$ cat src/design/dwsc_pkg.sv
// constants and notes on behaviour for the dual wiper serial control block
// Notes on behaviour
// - left shift of a zero wiper loads code one.
// - left shift of a wiper at or above midscale loads full scale.
// - otherwise +6 dB is one-bit left shift, -6 dB one-bit right shift.
// - right shift drops the low bit, no rounding, settles at zero.
// - sixteen words: two presets, thirteen user words, one tolerance word.
// - user words are 16 bits, written by command 3, read by command 9.
// - word 15 is factory set and read only; words 0 to 14 all writable by command 3.
// - tolerance word is sign, seven integer bits, eight fraction bits.
// - presets load wipers at power-on, command 1, command 8, preset pulse.
// - command 1 leaves a read power state until a no-operation arrives.
// - commands 10 and 9 put wiper or word on the output next frame.
// - two chained devices take 48 bits; the last 24 stay here.
// - serial output is released whenever select is high.
// - frame is 24 bits msb first: command, address, data.
// - lowest address bit picks channel 1 or channel 2.
// - command 11 loads low ten data bits into the chosen wiper.
// - command 3 writes all sixteen data bits into the addressed word.
// - serial clock modes idle-high second edge and idle-low first edge.
// - a command acts only when select rises at frame end.
// - a save takes about 25 ms, input locked, done output signals end.
// - write protect blocks wiper changes except restores and the preset pin midscale hold.
// - preset pin low holds midscale; presets load on its release.
package dwsc_pkg;
    localparam int WIPER_W    = 10;
    localparam int WORD_W     = 16;
    localparam int FRAME_W    = 24;
    localparam int ADDR_W     = 4;
    localparam int CMD_W      = 4;
    localparam int CMD_MSB    = 23;
    localparam int ADDR_MSB   = 19;
    localparam int DATA_MSB   = 15;
    localparam int WORDS      = 16;
    localparam logic [3:0] CMD_NOP        = 4'h0;
    localparam logic [3:0] CMD_RESTORE    = 4'h1;
    localparam logic [3:0] CMD_SAVE       = 4'h2;
    localparam logic [3:0] CMD_STORE      = 4'h3;
    localparam logic [3:0] CMD_DEC6       = 4'h4;
    localparam logic [3:0] CMD_DEC6_ALL   = 4'h5;
    localparam logic [3:0] CMD_DEC1       = 4'h6;
    localparam logic [3:0] CMD_DEC1_ALL   = 4'h7;
    localparam logic [3:0] CMD_RESET_ALL  = 4'h8;
    localparam logic [3:0] CMD_READ_NV    = 4'h9;
    localparam logic [3:0] CMD_READ_WIPER = 4'hA;
    localparam logic [3:0] CMD_WRITE      = 4'hB;
    localparam logic [3:0] CMD_INC6       = 4'hC;
    localparam logic [3:0] CMD_INC6_ALL   = 4'hD;
    localparam logic [3:0] CMD_INC1       = 4'hE;
    localparam logic [3:0] CMD_INC1_ALL   = 4'hF;
    localparam logic [3:0] ADDR_PRESET1   = 4'h0;
    localparam logic [3:0] ADDR_PRESET2   = 4'h1;
    localparam logic [3:0] ADDR_USER_LO   = 4'h2;
    localparam logic [3:0] ADDR_USER_HI   = 4'hE;
    localparam logic [3:0] ADDR_TOLERANCE = 4'hF;
    localparam logic [9:0]  WIPER_ZERO = 10'h000;
    localparam logic [9:0]  WIPER_ONE  = 10'h001;
    localparam logic [9:0]  WIPER_MID  = 10'h200;
    localparam logic [9:0]  WIPER_FULL = 10'h3FF;
    localparam logic [15:0] PRESET_RESET = 16'h0200;
    localparam logic [15:0] WORD_RESET   = 16'h0000;
    localparam int SAVE_TIME_MS = 25;
    localparam int CLK_KHZ      = 200000;
    localparam int SAVE_CYCLES  = SAVE_TIME_MS * CLK_KHZ;
endpackage

$ cat src/design/dwsc_top.sv
// dual wiper serial command interpreter with nonvolatile word store
`timescale 1ns/1ps
module dwsc_top #(
    parameter int          SAVE_CYCLES   = dwsc_pkg::SAVE_CYCLES,
    // arbitrary neutral factory tolerance value
    parameter logic [15:0] TOLERANCE_VAL = 16'h0000
) (
    // clock and reset
    input  wire logic        mclk,
    input  wire logic        sys_rst,
    // serial link
    input  wire logic        serial_clk,
    input  wire logic        chip_select_n,
    input  wire logic        serial_in,
    output logic             serial_out_o,
    output logic             serial_out_oe,
    // control pins
    input  wire logic        preset_strobe_n,
    input  wire logic        write_protect_n,
    output logic             save_ready,
    output logic             read_power_state,
    // wiper values
    output logic [9:0]       wiper_register_1,
    output logic [9:0]       wiper_register_2
);
    localparam int SC_W = $clog2(SAVE_CYCLES + 1);

    // ------------------------------------------------------------
    // input synchronisers
    // ------------------------------------------------------------
    logic [1:0] clk_s_ff;
    logic [1:0] cs_s_ff;
    logic [1:0] sdi_s_ff;
    logic [1:0] pr_s_ff;
    logic [1:0] wp_s_ff;
    logic       clk_d_ff;
    logic       cs_d_ff;
    logic       pr_d_ff;

    always_ff @(posedge mclk or posedge sys_rst) begin
        if (sys_rst) begin
            clk_s_ff <= 2'h0;
            cs_s_ff  <= 2'h3;
            sdi_s_ff <= 2'h0;
            pr_s_ff  <= 2'h3;
            wp_s_ff  <= 2'h3;
            clk_d_ff <= 1'b0;
            cs_d_ff  <= 1'b1;
            pr_d_ff  <= 1'b1;
        end else begin
            clk_s_ff <= {clk_s_ff[0], serial_clk};
            cs_s_ff  <= {cs_s_ff[0], chip_select_n};
            sdi_s_ff <= {sdi_s_ff[0], serial_in};
            pr_s_ff  <= {pr_s_ff[0], preset_strobe_n};
            wp_s_ff  <= {wp_s_ff[0], write_protect_n};
            clk_d_ff <= clk_s_ff[1];
            cs_d_ff  <= cs_s_ff[1];
            pr_d_ff  <= pr_s_ff[1];
        end
    end

    logic cs_n;
    logic clk_rise;
    logic clk_fall;
    logic frame_end;
    logic pr_low;
    logic pr_rise;
    logic wp_on;

    assign cs_n      = cs_s_ff[1];
    assign clk_rise  = clk_s_ff[1] & ~clk_d_ff;
    assign clk_fall  = ~clk_s_ff[1] & clk_d_ff;
    assign frame_end = cs_n & ~cs_d_ff;
    assign pr_low    = ~pr_s_ff[1];
    assign pr_rise   = pr_s_ff[1] & ~pr_d_ff;
    assign wp_on     = ~wp_s_ff[1];

    // ------------------------------------------------------------
    // serial shift register
    // ------------------------------------------------------------
    // both modes sample on the rising edge and shift out on falling;
    // clock idle level at select fall decides whether bit 23 shows early
    logic [23:0] shift_ff;
    logic        out_bit_ff;
    logic        busy;
    logic        load_rd_ff;
    logic [15:0] load_val_ff;

    always_ff @(posedge mclk or posedge sys_rst) begin
        if (sys_rst) begin
            shift_ff <= 24'h000000;
        end else if (load_rd_ff) begin
            // one cycle after select rises, so the reply leads the next frame
            shift_ff <= {8'h00, load_val_ff};
        end else if (~cs_n && clk_rise && !busy) begin
            shift_ff <= {shift_ff[22:0], sdi_s_ff[1]};
        end
    end

    always_ff @(posedge mclk or posedge sys_rst) begin
        if (sys_rst) begin
            out_bit_ff <= 1'b1;
        end else if (~cs_n & cs_d_ff & ~clk_s_ff[1]) begin
            out_bit_ff <= shift_ff[23];
        end else if (~cs_n && clk_fall) begin
            out_bit_ff <= shift_ff[23];
        end
    end

    // open drain: enable only to pull low while selected
    assign serial_out_o  = 1'b0;
    assign serial_out_oe = ~cs_n & ~out_bit_ff;

    // ------------------------------------------------------------
    // frame decode
    // ------------------------------------------------------------
    logic [3:0]  cmd;
    logic [3:0]  addr;
    logic [15:0] data;
    logic        ch;

    assign cmd  = shift_ff[dwsc_pkg::CMD_MSB -: dwsc_pkg::CMD_W];
    assign addr = shift_ff[dwsc_pkg::ADDR_MSB -: dwsc_pkg::ADDR_W];
    assign data = shift_ff[dwsc_pkg::DATA_MSB:0];
    assign ch   = addr[0];

    // ------------------------------------------------------------
    // nonvolatile word store
    // ------------------------------------------------------------
    logic [15:0]    nv_mem_ff [dwsc_pkg::WORDS];
    logic [SC_W-1:0] save_cnt_ff;
    logic            save_pend_ff;
    logic [3:0]      save_addr_ff;
    logic [15:0]     save_data_ff;

    assign busy       = save_pend_ff;
    assign save_ready = ~save_pend_ff;

    function automatic logic user_writable(input logic [3:0] a);
        return a <= dwsc_pkg::ADDR_USER_HI;
    endfunction

    always_ff @(posedge mclk or posedge sys_rst) begin
        if (sys_rst) begin
            save_pend_ff <= 1'b0;
            save_cnt_ff  <= '0;
            save_addr_ff <= 4'h0;
            save_data_ff <= 16'h0000;
        end else if (save_pend_ff) begin
            if (save_cnt_ff == SC_W'(SAVE_CYCLES - 1)) begin
                save_pend_ff <= 1'b0;
            end
            save_cnt_ff <= save_cnt_ff + SC_W'(1);
        end else if (frame_end && cmd == dwsc_pkg::CMD_STORE && user_writable(addr)) begin
            save_pend_ff <= 1'b1;
            save_cnt_ff  <= '0;
            save_addr_ff <= addr;
            save_data_ff <= data;
        end else if (frame_end && cmd == dwsc_pkg::CMD_SAVE) begin
            save_pend_ff <= 1'b1;
            save_cnt_ff  <= '0;
            save_addr_ff <= {3'h0, ch};
            save_data_ff <= {6'h00, ch ? wiper_register_2 : wiper_register_1};
        end
    end

    // write lands when the save time ends
    always_ff @(posedge mclk or posedge sys_rst) begin
        if (sys_rst) begin
            for (int i = 0; i < dwsc_pkg::WORDS; i++) begin
                nv_mem_ff[i] <= dwsc_pkg::WORD_RESET;
            end
            nv_mem_ff[dwsc_pkg::ADDR_PRESET1] <= dwsc_pkg::PRESET_RESET;
            nv_mem_ff[dwsc_pkg::ADDR_PRESET2] <= dwsc_pkg::PRESET_RESET;
        end else if (save_pend_ff && save_cnt_ff == SC_W'(SAVE_CYCLES - 1)) begin
            nv_mem_ff[save_addr_ff] <= save_data_ff;
        end
    end

    // sign, 7-bit integer, 8-bit fraction percent
    logic [15:0] tolerance_word;
    assign tolerance_word = TOLERANCE_VAL;

    // ------------------------------------------------------------
    // read-back capture
    // ------------------------------------------------------------
    always_ff @(posedge mclk or posedge sys_rst) begin
        if (sys_rst) begin
            load_rd_ff  <= 1'b0;
            load_val_ff <= 16'h0000;
        end else if (frame_end) begin
            load_rd_ff <= 1'b0;
            if (!busy && cmd == dwsc_pkg::CMD_READ_NV) begin
                load_rd_ff  <= 1'b1;
                load_val_ff <= (addr == dwsc_pkg::ADDR_TOLERANCE) ? tolerance_word
                                                                  : nv_mem_ff[addr];
            end else if (!busy && cmd == dwsc_pkg::CMD_READ_WIPER) begin
                load_rd_ff  <= 1'b1;
                load_val_ff <= {6'h00, ch ? wiper_register_2 : wiper_register_1};
            end
        end else begin
            load_rd_ff <= 1'b0;
        end
    end

    // ------------------------------------------------------------
    // read power state
    // ------------------------------------------------------------
    always_ff @(posedge mclk or posedge sys_rst) begin
        if (sys_rst) begin
            read_power_state <= 1'b0;
        end else if (frame_end && !busy && cmd == dwsc_pkg::CMD_RESTORE) begin
            read_power_state <= 1'b1;
        end else if (frame_end && !busy && cmd == dwsc_pkg::CMD_NOP) begin
            read_power_state <= 1'b0;
        end
    end

    // ------------------------------------------------------------
    // wiper arithmetic
    // ------------------------------------------------------------
    function automatic logic [9:0] shl6(input logic [9:0] v);
        if (v == dwsc_pkg::WIPER_ZERO) begin
            return dwsc_pkg::WIPER_ONE;
        end else if (v >= dwsc_pkg::WIPER_MID) begin
            return dwsc_pkg::WIPER_FULL;
        end
        return {v[8:0], 1'b0};
    endfunction

    function automatic logic [9:0] shr6(input logic [9:0] v);
        return {1'b0, v[9:1]};
    endfunction

    function automatic logic [9:0] inc1(input logic [9:0] v);
        return (v == dwsc_pkg::WIPER_FULL) ? v : v + 10'h001;
    endfunction

    function automatic logic [9:0] dec1(input logic [9:0] v);
        return (v == dwsc_pkg::WIPER_ZERO) ? v : v - 10'h001;
    endfunction

    function automatic logic [9:0] apply(input logic [3:0] c, input logic [9:0] v,
                                         input logic [15:0] d);
        unique case (c)
            dwsc_pkg::CMD_WRITE:                        return d[9:0];
            dwsc_pkg::CMD_INC6, dwsc_pkg::CMD_INC6_ALL: return shl6(v);
            dwsc_pkg::CMD_DEC6, dwsc_pkg::CMD_DEC6_ALL: return shr6(v);
            dwsc_pkg::CMD_INC1, dwsc_pkg::CMD_INC1_ALL: return inc1(v);
            dwsc_pkg::CMD_DEC1, dwsc_pkg::CMD_DEC1_ALL: return dec1(v);
            default:                                    return v;
        endcase
    endfunction

    function automatic logic is_all(input logic [3:0] c);
        return c == dwsc_pkg::CMD_INC6_ALL || c == dwsc_pkg::CMD_DEC6_ALL ||
               c == dwsc_pkg::CMD_INC1_ALL || c == dwsc_pkg::CMD_DEC1_ALL;
    endfunction

    // ------------------------------------------------------------
    // wiper registers
    // ------------------------------------------------------------
    // power-on restore happens on the first cycle after reset release
    logic       por_ff;
    logic       restore;
    logic       restore1;
    logic       restore2;
    logic       exec;
    logic [9:0] nxt_w1;
    logic [9:0] nxt_w2;

    always_ff @(posedge mclk or posedge sys_rst) begin
        if (sys_rst) begin
            por_ff <= 1'b1;
        end else begin
            por_ff <= 1'b0;
        end
    end

    assign exec     = frame_end && !busy;
    assign restore  = por_ff || pr_rise || (exec && cmd == dwsc_pkg::CMD_RESET_ALL);
    assign restore1 = restore || (exec && cmd == dwsc_pkg::CMD_RESTORE && !ch);
    assign restore2 = restore || (exec && cmd == dwsc_pkg::CMD_RESTORE && ch);

    always_comb begin
        nxt_w1 = wiper_register_1;
        nxt_w2 = wiper_register_2;
        if (exec && !wp_on) begin
            if (is_all(cmd) || !ch) begin
                nxt_w1 = apply(cmd, wiper_register_1, data);
            end
            if (is_all(cmd) || ch) begin
                nxt_w2 = apply(cmd, wiper_register_2, data);
            end
        end
    end

    always_ff @(posedge mclk or posedge sys_rst) begin
        if (sys_rst) begin
            wiper_register_1 <= dwsc_pkg::WIPER_MID;
            wiper_register_2 <= dwsc_pkg::WIPER_MID;
        end else if (pr_low) begin
            wiper_register_1 <= dwsc_pkg::WIPER_MID;
            wiper_register_2 <= dwsc_pkg::WIPER_MID;
        end else begin
            wiper_register_1 <= restore1 ? nv_mem_ff[dwsc_pkg::ADDR_PRESET1][9:0] : nxt_w1;
            wiper_register_2 <= restore2 ? nv_mem_ff[dwsc_pkg::ADDR_PRESET2][9:0] : nxt_w2;
        end
    end
endmodule

$ cat config.mk
export PLATFORM = sky130hd
export DESIGN_NAME = dwsc_top
export DESIGN_NICKNAME = d
export VERILOG_FILES = /design/src/design/dwsc_pkg.sv /design/src/design/dwsc_top.sv
export SDC_FILE = /design/constraint.sdc
export NUM_CORES = 1
export LEC_CHECK = 0
export BUFFER_PORTS_ARGS = -buffer_cell sky130_fd_sc_hd__buf_4
export CAP_MARGIN = 40
export CORE_MARGIN = 2
export CORE_UTILIZATION = 35
export CTS_CLUSTER_DIAMETER = 150
export DETAILED_ROUTE_END_ITERATION = 12
export SYNTH_ARGS = -nofsm -noshare
export SYNTH_HDL_FRONTEND = slang
export SYNTH_SLANG_ARGS = --single-unit
$ cat constraint.sdc
create_clock -name mclk -period 17.4 [get_ports mclk]
set_input_delay 1.74 -clock mclk [delete_from_list [all_inputs] [get_ports mclk]]
set_output_delay 1.74 -clock mclk [all_outputs]
set_load 0.01 [all_outputs]
==> results.py <==
metrics = {
    "setup_path": {
        "critPathRequiredTime_ns": 15.66,
        "path_cells": "clkinv_1 -> buf_4",
        "cp_max_fo": 16,
        "crit_type": "flop to output port",
        "crit_slowest_cell": "dfrtp_1",
        "timing.rr.start": "busy",
        "start_kind": "flop",
        "endpoint_kind": "output port",
        "cpPeakStageDelay_ns": 0.68,
        "r2r_slack_ns": 13.90,
        "critical_path_buf_inv_count": 2,
        "critPathArrivalTime_ns": 1.87,
        "crit_family": "flip-flops",
        "r2r_end": "nv_mem_ff[120]",
        "r2r_cells": 7,
        "cp.depth": 2,
    },
    "logic_synthesis": {
        "synthTopCellsByArea": "dfrtp_1, mux2_2, mux4_2",
        "synth.area.mux_share_pct": 26.6,
        "synth_warnings": 0,
        "postSynthCellCount": 1519,
        "synthAdderAreaFrac_pct": 1.48,
        "synth_edf_count": 0,
        "yosysTopAreaCell": "dfrtp_1",
        "synth-seq-cells": 377,
        "synth_compound_area_share_pct": 8.47,
        "synthArstFlopShare_pct": 100,
        "synth_area_um2": 18800,
        "synthSimpleGateAreaFrac_pct": 9.31,
        "postSynthAreaPerCell_um2": 12.4,
        "synth_xor_area_share_pct": 0.607,
        "synth-seq-area-share_pct": 50.4,
        "synth_cell_types": 76,
        "synth_top_area_share_pct": 48.4,
        "ys.flop_type": "dfrtp_1",
        "synth_top_family_by_area": "multiplexers",
    },
    "drt": {
        "vias_per_cell": 5.56,
        "vias": 12500,
        "drt_iter0_drc": 1064,
        "met2WireLength_mm": 21.9,
        "route.detailed.drc": 0,
        "wirelength_mm": 46.5,
        "first_pass_iters": 5,
        "wl_met1_mm": 21.8,
        "post_drt_wl_per_cell_um": 20.7,
        "route.met3.wl_mm": 1.57,
        "topRoutingLayerUsed": "met4",
        "antenna_left": 0,
    },
    "floorplan": {
        "core_um2": 52800,
        "die_x_um": 236,
        "rows": 84,
        "dieHeight_um": 236,
        "io_pins": 31,
        "start_util_pct": 35.6,
        "die_area_um2": 55500,
    },
    "timing": {
        "drv_slew": 0,
        "fin_crit_sh_pct": 20.7,
        "fmax_mhz": 277,
        "fin_skew_ns": 0.0213,
        "maxSlewHeadroom_pct": 46.1,
        "rsz0062_at_grt": "false",
        "hold_viol": 0,
        "min_period_ns": 3.61,
        "finalSetupViolations": 0,
        "worstMarginPinSlew_ns": 0.808,
        "tns_ns": 0,
    },
    "placed_design": {
        "port_buffers": 29,
        "gp_congestion": 0.921,
        "dp_cells": 2168,
        "dpl.hpwl_mm": 29.9,
    },
    "clock_tree": {
        "clockBufferDepth": 3,
        "post_cts_buffers": 0,
        "cts.htree.levels": 2,
        "clk_latency_ns": 0.56,
        "path_clk_slew_ns": 0.06,
        "cts.sink_count": 377,
        "cts-root-buf": "clkbuf_16",
        "cts_buffers": 41,
        "cts-resized-gates": 0,
        "cts_hold_buf": 0,
        "tritoncts": "done",
    },
    "final_layout": {
        "final_nets": 1551,
        "final_common_cell": "dfrtp_1",
        "final_cells": 2244,
        "drive_gt1_share_pct": 32.4,
        "multi_input_comb_area_um2": 8740,
        "layout_common_cells": "dfrtp_1, mux2_2, nand2_1, o21ai_0, a21oi_1",
        "n_fill_cell": 4914,
        "area_growth_syn_to_layout_pct": 13.4,
        "ff_latch_area_um2": 9460,
        "fin_util_pct": 40.3,
        "diodes": 0,
    },
    "run": {
        "drv_cap": 0,
    },
    "hold_path": {
        "hp-class": "flop to flop",
        "hold_path_end": "wp_s_ff[1]",
        "min_path_cells": 0,
        "hp-start": "wp_s_ff[0]",
    },
    "grt": {
        "grt_pass1_wl_mm": 74.3,
        "track_usage_pct": 16.9,
        "grt_overflow": 0,
        "grt_max_degree": 114,
        "antenna_found_initial": 0,
        "first_global_vias": 12600,
    },
    "power_and_ir_drop": {
        "p_leak_nw": 9.59,
        "ir_drop_mv": 0.0626,
        "power_density_nw_per_um2": 87.9,
    },
    "outcome": {
        "status": "complete, no violations",
    },
}
## cell usage after synthesis, drive strengths merged, types with 19 or more instances
cell type	instances
mux4	70
nand2	115
o21ai	94
dfrtp	363
inv	28
buf	39
clkbuf	67
mux2	270
mux2i	34
nand3	29
a21oi	82
ha	19
nor2	75
## per-layer routing
metal / global-route usage [%] / up-vias
met5: 0 / -
met4: 6.00 / 0
met3: 1.99 / 72
met2: 26.9 / 279
met1: 23.8 / 6514
li1: - / 5613
## stage by stage
step | worst slack (ns) | area [um2] | total power [mW] | hold WS [ns]
2_1_floorplan | 5.21 | 18800 | 0.960 | 0.331
3_3_place_gp | 12.80 | 19600 | 0.985 | 0.344
3_5_place_dp | 13.63 | 19900 | 0.990 | 0.338
4_1_cts | 13.76 | 21300 | 1.89 | 0.359
5_1_grt | 13.65 | 21300 | 1.94 | 0.361
6_report | 13.79 | 21300 | 1.87 | 0.357
## sequential cells by signal, indices dropped and copies added, names as in the netlist, 4 cells and up
name	cells
save_cnt_ff	23
shift_ff	24
wiper_register_2	10
nv_mem_ff	256
wiper_register_1	10
save_addr_ff	4
load_val_ff	16
save_data_ff	16
## worst max-delay path by stage
stage                       start                  end  slack (ns)
final                        busy           save_ready       13.79
after global routing         busy           save_ready       13.65
after CTS                    busy           save_ready       13.76
after detailed placement  sys_rst  wiper_register_2[9]       13.63
after global placement    sys_rst        nv_mem_ff[99]       12.80
after floorplan           sys_rst                 busy        5.21
## power by group
| group | internal (mW) | leakage (nW) | switching, mW |
|---|---|---|---|
| combinational | 0.0232 | 3.70 | 0.0444 |
| clock | 0.545 | 0.696 | 0.350 |
| sequential | 0.889 | 5.19 | 0.0172 |
| total | 1.46 | 9.59 | 0.412 |
## layout make-up
type / count / area share (%)
Clock buffer: 65 / 5.96
Tap cell: 688 / 4.05
Multi-Input combinational cell: 1008 / 41.1
Sequential cell: 377 / 44.5
Timing Repair Buffer: 66 / 3.26
Inverter: 29 / 0.547
Clock inverter: 11 / 0.647
## logic make-up (layout without fill, tap and decap cells)
group | count (synthesis) | count (layout)
flip-flops | 377 | 377
multiplexers | 374 | 374
AND/OR/NAND/NOR | 332 | 332
AO/OA/AOI/OAI | 266 | 266
buffers and inverters | 135 | 171
adder cells (fa/ha/maj) | 21 | 21
XOR/XNOR | 13 | 13
other | 1 | 2
Note: power is estimated with default switching activity, not from simulation.
